**src/servo_monitor_pkg.sv**
```systemverilog
// shared constants, register map and types of the servo position monitor
package servo_monitor_pkg;

  // ----------------------------------------------------------------
  // register map (word index, byte address is index * 4)
  // ----------------------------------------------------------------
  localparam int          NUM_CFG                    = 24;
  localparam logic [4:0]  IDX_WINDOW_PLUS_LOWER      = 5'h00;
  localparam logic [4:0]  IDX_WINDOW_PLUS_UPPER      = 5'h01;
  localparam logic [4:0]  IDX_WINDOW_MINUS_LOWER     = 5'h02;
  localparam logic [4:0]  IDX_WINDOW_MINUS_UPPER     = 5'h03;
  localparam logic [4:0]  IDX_INPUT_AUTO_ON_SELECT_A = 5'h04;
  localparam logic [4:0]  IDX_INPUT_AUTO_ON_SELECT_C = 5'h05;
  localparam logic [4:0]  IDX_INPUT_AUTO_ON_SELECT_D = 5'h06;
  localparam logic [4:0]  IDX_INPUT_PIN_FUNCTION_B   = 5'h07;
  localparam logic [4:0]  IDX_INPUT_PIN_FUNCTION_C   = 5'h08;
  localparam logic [4:0]  IDX_INPUT_PIN_FUNCTION_D   = 5'h09;
  localparam logic [4:0]  IDX_OUTPUT_PIN_FUNCTION_A  = 5'h0A;
  localparam logic [4:0]  IDX_OUTPUT_PIN_FUNCTION_B  = 5'h0B;
  localparam logic [4:0]  IDX_OUTPUT_PIN_FUNCTION_C  = 5'h0C;
  localparam logic [4:0]  IDX_INPUT_POLARITY_SELECT  = 5'h0D;
  localparam logic [4:0]  IDX_INPUT_RESPONSE_LEVEL   = 5'h0E;
  localparam logic [4:0]  IDX_IO_FUNCTION_SELECT_1   = 5'h0F;
  localparam logic [4:0]  IDX_IO_FUNCTION_SELECT_2   = 5'h10;
  localparam logic [4:0]  IDX_IO_FUNCTION_SELECT_5   = 5'h11;
  localparam logic [4:0]  IDX_SOFT_PLUS_LOWER        = 5'h12;
  localparam logic [4:0]  IDX_SOFT_PLUS_UPPER        = 5'h13;
  localparam logic [4:0]  IDX_SOFT_MINUS_LOWER       = 5'h14;
  localparam logic [4:0]  IDX_SOFT_MINUS_UPPER       = 5'h15;
  localparam logic [4:0]  IDX_ROUGH_MATCH_RANGE      = 5'h16;
  localparam logic [4:0]  IDX_S_CURVE_TIME           = 5'h17;
  localparam logic [4:0]  IDX_ALARM_CLEAR            = 5'h18;
  localparam logic [4:0]  IDX_STATUS                 = 5'h19;
  localparam logic [4:0]  IDX_ALARM_HISTORY_0        = 5'h1A;

  // ----------------------------------------------------------------
  // reset values of the configuration words
  // ----------------------------------------------------------------
  localparam logic [15:0] CFG_RESET [0:NUM_CFG-1] = '{
    16'h0000, 16'h0000, 16'h0000, 16'h0000, 16'h0000, 16'h0000, 16'h0000, 16'h002B,
    16'h000A, 16'h000B, 16'h0002, 16'h0003, 16'h0024, 16'h0000, 16'h0002, 16'h0010,
    16'h0000, 16'h0000, 16'h0000, 16'h0000, 16'h0000, 16'h0000, 16'h0000, 16'h0000};

  // ----------------------------------------------------------------
  // field positions and limits
  // ----------------------------------------------------------------
  localparam int          ST_WINDOW      = 0;
  localparam int          ST_ROUGH       = 1;
  localparam int          ST_COMPLETE    = 2;
  localparam int          ST_SOFT_STOP   = 3;
  localparam int          ST_ERR_WPLUS   = 4;
  localparam int          ST_ERR_WMINUS  = 5;
  localparam int          ST_ERR_SPLUS   = 6;
  localparam int          ST_ERR_SMINUS  = 7;
  localparam int          ST_ERR_ORDER   = 8;
  localparam int          ST_S_CURVE     = 9;
  localparam int          STATUS_W       = 10;
  localparam logic [15:0] S_CURVE_MAX_MS = 16'h03E8;
  localparam int          DIGIT_SCALE    = 1000;
  localparam int          HALF_MAX       = 999;
  localparam int          ALARM_DEPTH    = 6;
  localparam int          ALARM_W        = 8;

  // ----------------------------------------------------------------
  // timing
  // ----------------------------------------------------------------
  localparam int          CLK_HZ         = 50_000_000;
  localparam int          MS_PER_S       = 1000;
  localparam int          MS_CYCLES      = CLK_HZ / MS_PER_S;

  // ----------------------------------------------------------------
  // carriers and states
  // ----------------------------------------------------------------
  typedef struct packed {
    logic signed [31:0] position;
    logic        [31:0] remaining;
    logic               home_return;
    logic               motion_done;
  } motion_in_t;

  typedef struct packed {
    logic               event_pulse;
    logic [ALARM_W-1:0] code;
  } alarm_in_t;

  typedef enum logic [2:0] {
    CMP_IDLE = 3'b001,
    CMP_WAIT = 3'b010,
    CMP_DONE = 3'b100
  } complete_state_t;

endpackage : servo_monitor_pkg

```
**src/servo_position_monitor.sv**
```systemverilog
// position window, rough match, soft stroke limit, s-curve and alarm history supervisor
// ----------------------------------------------------------------
// ----------------------------------------------------------------
`timescale 1ns/1ns
module servo_position_monitor
  import servo_monitor_pkg::*;
#(
  parameter int MS_TICKS = MS_CYCLES
) (
  input  wire logic        clk_i,
  input  wire logic        rst_i,
  input  wire logic        por_i,
  input  wire logic        wb_cyc_i,
  input  wire logic        wb_stb_i,
  input  wire logic        wb_we_i,
  input  wire logic [7:0]  wb_adr_i,
  input  wire logic [3:0]  wb_sel_i,
  input  wire logic [31:0] wb_dat_i,
  output logic      [31:0] wb_dat_o,
  output logic             wb_ack_o,
  input  motion_in_t       motion_i,
  input  alarm_in_t        alarm_i,
  output logic             position_window_out_o,
  output logic             rough_match_out_o,
  output logic             positioning_complete_o,
  output logic             servo_lock_o,
  output logic             s_curve_active_o,
  output logic             param_error_o
);

  // ----------------------------------------------------------------
  // elaboration checks
  // ----------------------------------------------------------------
  if (MS_TICKS < 1) begin : g_bad_ticks
    $error("MS_TICKS must be at least one");
  end

  // refuse sizes that the decode and read-back paths cannot hold
  if (ALARM_DEPTH < 1 || ALARM_DEPTH > 8) begin : g_bad_depth
    $error("ALARM_DEPTH must lie between one and eight");
  end

  if (ALARM_W < 1 || ALARM_W > 32) begin : g_bad_alarm_w
    $error("ALARM_W must lie between one and thirty-two");
  end

  if (NUM_CFG > int'(IDX_ALARM_CLEAR)) begin : g_bad_cfg
    $error("configuration words overlap the clear word");
  end

  if (STATUS_W != ST_S_CURVE + 1 || STATUS_W > 32) begin : g_bad_status
    $error("status width does not match its field positions");
  end

  // ----------------------------------------------------------------
  // state
  // ----------------------------------------------------------------
  logic [15:0]        cfg_ff [0:NUM_CFG-1];
  logic [ALARM_W-1:0] hist_ff [0:ALARM_DEPTH-1];
  logic               clear_req_ff;
  logic               ack_ff;
  logic [31:0]        dat_ff;
  logic               window_ff;
  logic               rough_ff;
  logic               complete_ff;
  logic               lock_ff;
  logic               s_curve_ff;
  logic               perr_ff;
  logic               done_d_ff;
  complete_state_t    cmp_state_ff;
  complete_state_t    nxt_cmp_state;

  // ----------------------------------------------------------------
  // bus decode
  // ----------------------------------------------------------------
  wire logic        req       = wb_cyc_i && wb_stb_i && !ack_ff;
  wire logic        wr        = req && wb_we_i;
  wire logic [5:0]  word      = wb_adr_i[7:2];
  wire logic        in_cfg    = word < 6'(NUM_CFG);
  wire logic        hit_clear = word == {1'b0, IDX_ALARM_CLEAR};
  wire logic        hit_stat  = word == {1'b0, IDX_STATUS};
  wire logic        hit_hist  = word >= {1'b0, IDX_ALARM_HISTORY_0} &&
                                word <  6'({1'b0, IDX_ALARM_HISTORY_0} + 6'(ALARM_DEPTH));
  wire logic [4:0]  cfg_idx   = word[4:0];
  wire logic [2:0]  hist_idx  = 3'(word - {1'b0, IDX_ALARM_HISTORY_0});
  wire logic [15:0] lane_mask = {{8{wb_sel_i[1]}}, {8{wb_sel_i[0]}}};
  wire logic [15:0] cfg_old   = in_cfg ? cfg_ff[cfg_idx] : 16'h0000;
  wire logic [15:0] cfg_new   = (cfg_old & ~lane_mask) | (wb_dat_i[15:0] & lane_mask);
  // out-of-range s-curve writes are dropped so the old time stays valid
  wire logic        s_ok      = cfg_new <= S_CURVE_MAX_MS;
  wire logic        cfg_we    = wr && in_cfg && (cfg_idx != IDX_S_CURVE_TIME || s_ok);

  // ----------------------------------------------------------------
  // address assembly
  // ----------------------------------------------------------------
  logic signed [31:0] win_plus;
  logic signed [31:0] win_minus;
  logic signed [31:0] soft_plus;
  logic signed [31:0] soft_minus;
  logic               err_wplus;
  logic               err_wminus;
  logic               err_splus;
  logic               err_sminus;

  split_address u_win_plus (
    .upper_i    (cfg_ff[IDX_WINDOW_PLUS_UPPER]),
    .lower_i    (cfg_ff[IDX_WINDOW_PLUS_LOWER]),
    .value_o    (win_plus),
    .sign_err_o (err_wplus)
  );

  split_address u_win_minus (
    .upper_i    (cfg_ff[IDX_WINDOW_MINUS_UPPER]),
    .lower_i    (cfg_ff[IDX_WINDOW_MINUS_LOWER]),
    .value_o    (win_minus),
    .sign_err_o (err_wminus)
  );

  split_address u_soft_plus (
    .upper_i    (cfg_ff[IDX_SOFT_PLUS_UPPER]),
    .lower_i    (cfg_ff[IDX_SOFT_PLUS_LOWER]),
    .value_o    (soft_plus),
    .sign_err_o (err_splus)
  );

  split_address u_soft_minus (
    .upper_i    (cfg_ff[IDX_SOFT_MINUS_UPPER]),
    .lower_i    (cfg_ff[IDX_SOFT_MINUS_LOWER]),
    .value_o    (soft_minus),
    .sign_err_o (err_sminus)
  );

  // ----------------------------------------------------------------
  // supervision terms
  // ----------------------------------------------------------------
  // an intermediate value shows while only the lower half is new
  wire logic signed [31:0] pos = motion_i.position;
  wire logic        err_order  = soft_plus < soft_minus;
  wire logic        any_err    = err_wplus || err_wminus || err_splus || err_sminus || err_order;
  wire logic        in_window  = pos >= win_minus && pos <= win_plus;
  wire logic        rough_hit  = motion_i.remaining <= {16'h0000, cfg_ff[IDX_ROUGH_MATCH_RANGE]};
  wire logic        soft_on    = soft_plus != soft_minus && !motion_i.home_return;
  wire logic        beyond     = pos > soft_plus || pos < soft_minus;
  wire logic        stop_now   = soft_on && beyond;
  wire logic [15:0] s_time     = cfg_ff[IDX_S_CURVE_TIME];
  wire logic        s_active   = s_time != 16'h0000;
  wire logic        done_rise  = motion_i.motion_done && !done_d_ff;
  wire logic        wait_start = done_rise && s_active;
  logic             wait_over;

  ms_delay #(
    .MS_TICKS (MS_TICKS)
  ) u_settle (
    .clk_i     (clk_i),
    .rst_i     (rst_i || !motion_i.motion_done),
    .start_i   (wait_start),
    .ms_i      (s_time),
    .expired_o (wait_over)
  );

  // ----------------------------------------------------------------
  // positioning complete sequencing
  // ----------------------------------------------------------------
  always_comb begin
    nxt_cmp_state = cmp_state_ff;
    case (cmp_state_ff)
      CMP_IDLE: begin
        if (done_rise) begin
          nxt_cmp_state = s_active ? CMP_WAIT : CMP_DONE;
        end
      end
      CMP_WAIT: begin
        if (!motion_i.motion_done) begin
          nxt_cmp_state = CMP_IDLE;
        end else if (wait_over) begin
          nxt_cmp_state = CMP_DONE;
        end
      end
      CMP_DONE: begin
        if (!motion_i.motion_done) begin
          nxt_cmp_state = CMP_IDLE;
        end
      end
      default: begin
        nxt_cmp_state = CMP_IDLE;
      end
    endcase
  end

  always_ff @(posedge clk_i) begin
    if (rst_i) begin
      cmp_state_ff <= CMP_IDLE;
      done_d_ff    <= 1'b0;
    end else begin
      cmp_state_ff <= nxt_cmp_state;
      done_d_ff    <= motion_i.motion_done;
    end
  end

  // ----------------------------------------------------------------
  // configuration words
  // ----------------------------------------------------------------
  // reserved maker words are mapped like the others, so a bus write can change them
  always_ff @(posedge clk_i) begin
    if (rst_i) begin
      for (int i = 0; i < NUM_CFG; i++) begin
        cfg_ff[i] <= CFG_RESET[i];
      end
    end else if (cfg_we) begin
      cfg_ff[cfg_idx] <= cfg_new;
    end
  end

  // ----------------------------------------------------------------
  // alarm history
  // ----------------------------------------------------------------
  // rst_i stands for a power cycle; por_i always wipes the history and the clear request, rst_i wipes the history only after a clear request
  always_ff @(posedge clk_i) begin
    if (por_i) begin
      clear_req_ff <= 1'b0;
      for (int i = 0; i < ALARM_DEPTH; i++) begin
        hist_ff[i] <= '0;
      end
    end else if (rst_i) begin
      if (clear_req_ff) begin
        for (int i = 0; i < ALARM_DEPTH; i++) begin
          hist_ff[i] <= '0;
        end
      end
      clear_req_ff <= 1'b0;
    end else begin
      if (wr && hit_clear && wb_sel_i[0]) begin
        clear_req_ff <= wb_dat_i[0];
      end
      if (alarm_i.event_pulse) begin
        hist_ff[0] <= alarm_i.code;
        for (int i = 1; i < ALARM_DEPTH; i++) begin
          hist_ff[i] <= hist_ff[i-1];
        end
      end
    end
  end

  // ----------------------------------------------------------------
  // outputs
  // ----------------------------------------------------------------
  always_ff @(posedge clk_i) begin
    if (rst_i) begin
      window_ff   <= 1'b0;
      rough_ff    <= 1'b0;
      complete_ff <= 1'b0;
      lock_ff     <= 1'b0;
      s_curve_ff  <= 1'b0;
      perr_ff     <= 1'b0;
    end else begin
      window_ff   <= in_window;
      rough_ff    <= rough_hit;
      complete_ff <= nxt_cmp_state == CMP_DONE;
      lock_ff     <= stop_now;
      s_curve_ff  <= s_active;
      perr_ff     <= any_err;
    end
  end

  assign position_window_out_o  = window_ff;
  assign rough_match_out_o      = rough_ff;
  assign positioning_complete_o = complete_ff;
  assign servo_lock_o           = lock_ff;
  assign s_curve_active_o       = s_curve_ff;
  assign param_error_o          = perr_ff;

  // ----------------------------------------------------------------
  // bus answer
  // ----------------------------------------------------------------
  wire logic [STATUS_W-1:0] status;

  assign status[ST_WINDOW]     = window_ff;
  assign status[ST_ROUGH]      = rough_ff;
  assign status[ST_COMPLETE]   = complete_ff;
  assign status[ST_SOFT_STOP]  = lock_ff;
  assign status[ST_ERR_WPLUS]  = err_wplus;
  assign status[ST_ERR_WMINUS] = err_wminus;
  assign status[ST_ERR_SPLUS]  = err_splus;
  assign status[ST_ERR_SMINUS] = err_sminus;
  assign status[ST_ERR_ORDER]  = err_order;
  assign status[ST_S_CURVE]    = s_curve_ff;

  wire logic [31:0] rd_cfg  = {16'h0000, cfg_old};
  wire logic [31:0] rd_clr  = {31'h0, clear_req_ff};
  wire logic [31:0] rd_stat = 32'(status);
  wire logic [31:0] rd_hist = hit_hist ? 32'(hist_ff[hist_idx]) : 32'h00000000;
  logic      [31:0] rd_data;

  // unmapped words fall through to zero
  always_comb begin
    rd_data = 32'h00000000;
    if (in_cfg) begin
      rd_data = rd_cfg;
    end else if (hit_clear) begin
      rd_data = rd_clr;
    end else if (hit_stat) begin
      rd_data = rd_stat;
    end else if (hit_hist) begin
      rd_data = rd_hist;
    end
  end

  // unmapped words read zero and ignore writes, but are still acknowledged
  always_ff @(posedge clk_i) begin
    if (rst_i) begin
      ack_ff <= 1'b0;
      dat_ff <= 32'h00000000;
    end else begin
      ack_ff <= req;
      dat_ff <= (req && !wb_we_i) ? rd_data : 32'h00000000;
    end
  end

  assign wb_ack_o = ack_ff;
  assign wb_dat_o = dat_ff;

endmodule : servo_position_monitor

```
**src/split_address.sv**
```systemverilog
// joins an upper and a lower three-digit half into one signed address
`timescale 1ns/1ns
module split_address
  import servo_monitor_pkg::*;
(
  input  wire logic        [15:0] upper_i,
  input  wire logic        [15:0] lower_i,
  output logic signed      [31:0] value_o,
  output logic                    sign_err_o
);
  wire logic signed [31:0] up_s  = 32'($signed(upper_i));
  wire logic signed [31:0] low_s = 32'($signed(lower_i));
  wire logic               up_neg  = up_s < 0;
  wire logic               up_pos  = up_s > 0;
  wire logic               low_neg = low_s < 0;
  wire logic               low_pos = low_s > 0;
  // halves beyond three digits are treated like a sign clash
  wire logic               over = (up_s > HALF_MAX) || (up_s < -HALF_MAX) ||
                                  (low_s > HALF_MAX) || (low_s < -HALF_MAX);

  assign value_o    = 32'(up_s * DIGIT_SCALE + low_s);
  assign sign_err_o = (up_neg && low_pos) || (up_pos && low_neg) || over;
endmodule : split_address

```
**src/ms_delay.sv**
```systemverilog
// counts a programmable number of milliseconds after a start pulse
`timescale 1ns/1ns
module ms_delay
  import servo_monitor_pkg::*;
#(
  parameter int MS_TICKS = MS_CYCLES
) (
  input  wire logic        clk_i,
  input  wire logic        rst_i,
  input  wire logic        start_i,
  input  wire logic [15:0] ms_i,
  output logic             expired_o
);
  logic [31:0] tick_ff;
  logic [15:0] ms_left_ff;
  logic        busy_ff;
  wire  logic  tick_wrap = tick_ff == 32'(MS_TICKS - 1);

  always_ff @(posedge clk_i) begin
    if (rst_i || start_i) begin
      tick_ff    <= 32'h00000000;
      ms_left_ff <= rst_i ? 16'h0000 : ms_i;
      busy_ff    <= start_i && !rst_i;
    end else if (busy_ff) begin
      tick_ff <= tick_wrap ? 32'h00000000 : tick_ff + 32'h00000001;
      if (tick_wrap) begin
        ms_left_ff <= ms_left_ff - 16'h0001;
        busy_ff    <= ms_left_ff != 16'h0001;
      end
    end
  end

  assign expired_o = busy_ff && tick_wrap && ms_left_ff == 16'h0001;
endmodule : ms_delay

```
**config.mk**
```make
export PLATFORM = sky130hd
export DESIGN_NAME = servo_position_monitor
export DESIGN_NICKNAME = d
export VERILOG_FILES = /design/src/servo_monitor_pkg.sv /design/src/servo_position_monitor.sv /design/src/split_address.sv /design/src/ms_delay.sv
export SDC_FILE = /design/constraint.sdc
export NUM_CORES = 2
export LEC_CHECK = 0
export ABC_AREA = 1
export BUFFER_PORTS_ARGS = -buffer_cell sky130_fd_sc_hd__buf_2
export CORE_MARGIN = 2
export CORE_UTILIZATION = 30
export CTS_BUF_LIST = sky130_fd_sc_hd__clkbuf_2
export CTS_CLUSTER_DIAMETER = 40
export DETAILED_ROUTE_END_ITERATION = 16
export PLACE_DENSITY_LB_ADDON = 0.08
export SYNTH_ARGS = -nofsm -noshare
export SYNTH_HDL_FRONTEND = slang
export SYNTH_SLANG_ARGS = --single-unit
```
**constraint.sdc**
```tcl
create_clock -name clk_i -period 8.9 [get_ports clk_i]
set_clock_uncertainty 0.2 [all_clocks]
set_input_delay 0.89 -clock clk_i [delete_from_list [all_inputs] [get_ports clk_i]]
set_output_delay 0.89 -clock clk_i [all_outputs]
set_load 0.03 [all_outputs]
```
==> results.yml <==
synth:
  yosysSeqAreaShare_pct: 36.19
  netlist_top_cells_count: "nand2_1 (1170), inv_1 (1004), nor2_1 (671)"
  async_flop_share_pct: 0
  netlist_instances: 5882
  synthFlopType: "edfxtp_1"
  yosys.area.top_type_share_pct: 33.80
  syn_avg_cell_area_um2: 8.699
  syn_area_um2: 51170
  synth_edf_count: 576
  synth-seq-cells: 637
  synth.area.top_cells: "edfxtp_1 (34%), ha_1 (14%), fa_1 (9.3%), nand2_1 (8.6%), inv_1 (7.4%)"
  synth_top_area_cell: "edfxtp_1"
  ys_warn_count: 0
  synth_most_common_cell: "nand2_1"
  synthDistinctLibCells: 63
final_layout:
  regArea_um2: 18520
  fill_cells: 18063
  syn_to_final_growth_pct: 13.60
  layout.nets: 7337
  multi_input_area_um2: 28520
  final_cell_area_um2: 58120
  drive_above_1_share_pct: 9.630
clock_network:
  tritoncts: "done"
  clockBufferDepth: 3
  cts.sinks: 637
  clk_latency_ns: 1.61
  cts_made_buffers: 181
  htreeDepth: 4
  cts-root-buf: "clkbuf_2"
  clk_pin_slew_worst_paths_ns: 0.10
critical_path:
  slowest_delay_ns: 0.56
  crit_path_start_kind: "flop"
  criticalPathCategory: "reg -> reg"
  r2r_start: "cfg_ff[1][4]$_SDFFCE_PN0P_"
  crit_fanout: 6
  r2r-end: "position_window_out_o$_SDFF_PP0_"
  critical_path.most_common_cell: "nand2_1"
  slowest_stage: "edfxtp_1"
  r2r_cells: 37
  cp.required_ns: 10.16
  worstSetupStartpoint: "cfg_ff[1][4]$_SDFFCE_PN0P_"
  r2r_slack_ns: 0.60
  timing.critical_path.to: "position_window_out_o$_SDFF_PP0_"
  end_kind: "flop"
  arrival_ns: 9.56
floorplanning:
  ios: 164
  die_x_um: 417.0
  rows: 151
  die-area_um2: 173900
  initial_utilization_pct: 30.19
  die-height_um: 417.0
  core-area_um2: 169500
grt:
  grt_pass1_wl_um: 265700
  grt_remaining_overflow: 0
  antenna_found_initial: 11
  grt_util_all_layers_pct: 20.51
  grt_max_degree: 74
  grt_pass1_vias: 40951
sta:
  maxSlewViolCount: 0
  hold_viol: 0
  finalCriticalPeriod_ns: 8.301
  setup_violations: 0
  max_freq_mhz: 120.5
  tns_ns: 0
  setup_ws_ns: 0.5994
  period_share_pct: 93.26
  max_slew_margin_pct: 23.77
  worstMarginPinSlew_ns: 1.143
placed_design:
  io_buffers: 127
  gp_congestion: 0.8642
  hpwl_um: 136700
  post_dp_cell_area_um2: 54850
  post-place-ws_ns: 0.7436
detailed_routing:
  num_vias: 41010
  drc: 0
  wl_per_cell_um: 20.55
  routed_wl_um: 180300
  ant_nets: 0
  firstDrtPassIters: 5
  drt_iter0_markers: 2523
  via_per_inst: 4.675
status:
  status: "finished, final reports clean"
hold_path:
  min_path_type: "in -> reg"
power:
  p_leak_nw: 27.34
  power.density_nw_per_um2: 242.5
  max-vdd-ir-drop_v: 0.0001463
run:
  maxCapViolCount: 0
[final cells by class]
cell class,count,share of cell area [%]
repair buffers,368,4.770
multi-input cells,4203,49.07
clock buffers,267,2.299
flip-flops and latches,637,31.86
well taps,2218,4.775
inverters,1013,6.585
clock inverters,54,0.5877
diodes,12,0.05166
[cells in the final DEF, fill, tap and decap left out, types with 40 or more instances in the layout]
cell type | synthesis | final
xor2_1 | 126 | 122
conb_1 | 1 | 150
ha_1 | 571 | 571
nand2_1 | 1170 | 1169
o21ai_0 | 145 | 138
buf_4 | 22 | 126
clkbuf_2 | 0 | 267
buf_2 | 66 | 127
nand4_1 | 130 | 130
a21oi_1 | 298 | 297
nor3_1 | 51 | 49
xnor2_1 | 67 | 66
edfxtp_1 | 576 | 576
clkinv_1 | 5 | 40
inv_1 | 1004 | 987
dfxtp_1 | 61 | 61
nand3_1 | 202 | 202
nor2_1 | 671 | 669
dlygate4sd3_1 | 0 | 111
a22oi_1 | 102 | 102
fa_1 | 237 | 237
[registers in the layout (all words and copies together) (netlist names), 3 cells and up]
register	flops
u_settle.ms_left_ff	16
hist_ff	48
u_settle.tick_ff	32
cmp_state_ff	3
wb_dat_o	16
cfg_ff	512
[repair_timing]
| action | in CTS | in global routing |
|---|---|---|
| endpoints found under the hold margin | 476 | 0 |
| endpoints found under the setup margin | 0 | 2 |
| hold buffers | 111 | 0 |
| gates resized for setup | 0 | 29 |
| setup buffers | 0 | 50 |
[per-layer routing]
metal  track usage (%)  vias up  wire (um)
li1                  -    20370          -
met1             27.38    19666      84040
met2             34.91      752      86020
met3             2.465      220       5681
met4             5.625        2       4503
met5                 0        -         13
[metrics by stage]
step	instances	power, W	hold slack (ns)	util (%)
after floorplan	6031	0.009415	0.2228	-
after global placement	8278	0.01177	0.2425	32.36
after detailed placement	8278	0.01181	0.2511	32.36
after CTS	8710	0.01424	0.04801	34.01
after global routing	8769	0.01557	0.05639	34.29
final	8772	0.01410	0.2220	34.30
[worst min-delay path by stage]
| stage | slack [ns] | startpoint | to | cells after the start |
|---|---|---|---|---|
| after floorplan | 0.22 | u_settle.tick_ff[31]$_SDFFE_PN0P_ | u_settle.tick_ff[31]$_SDFFE_PN0P_ | 1 |
| after global placement | 0.24 | u_settle.tick_ff[31]$_SDFFE_PN0P_ | u_settle.tick_ff[31]$_SDFFE_PN0P_ | 1 |
| after detailed placement | 0.25 | u_settle.tick_ff[31]$_SDFFE_PN0P_ | u_settle.tick_ff[31]$_SDFFE_PN0P_ | 1 |
| after CTS | 0.05 | motion_i[47] | position_window_out_o$_SDFF_PP0_ | 9 |
| after global routing | 0.06 | wb_we_i | wb_dat_o[8]$_SDFF_PP0_ | 5 |
| final | 0.22 | wb_we_i | wb_dat_o[8]$_SDFF_PP0_ | 5 |
[critical path, delay by kind of cell, from the launching register on]
family	cells	cell delay, ns
xor+xnor	2	0.66
flops	1	0.56
fa+ha+maj	7	3.00
buf+inv	7	0.94
compound gates	5	0.81
simple gates	16	2.04
[where the power goes]
group | leakage, nW | internal (W) | switching [W] | total, W
logic | 19.6 | 0.00306 | 0.00528 | 0.00834
registers | 6.43 | 0.00339 | 0.0000905 | 0.00348
clock network | 1.28 | 0.000924 | 0.00136 | 0.00228
total | 27.3 | 0.00737 | 0.00672 | 0.0141
[logic make-up after synthesis]
kind of cell | synth area share, %
AOI/OAI and AO/OA | 8.617
xor gates and xnor gates | 3.304
adders and majority gates | 23.24
buffers and inverters | 9.314
DFF | 36.19
other | 0.007329
and+or+nand+nor | 19.33
(Power assumes the default switching activity.)
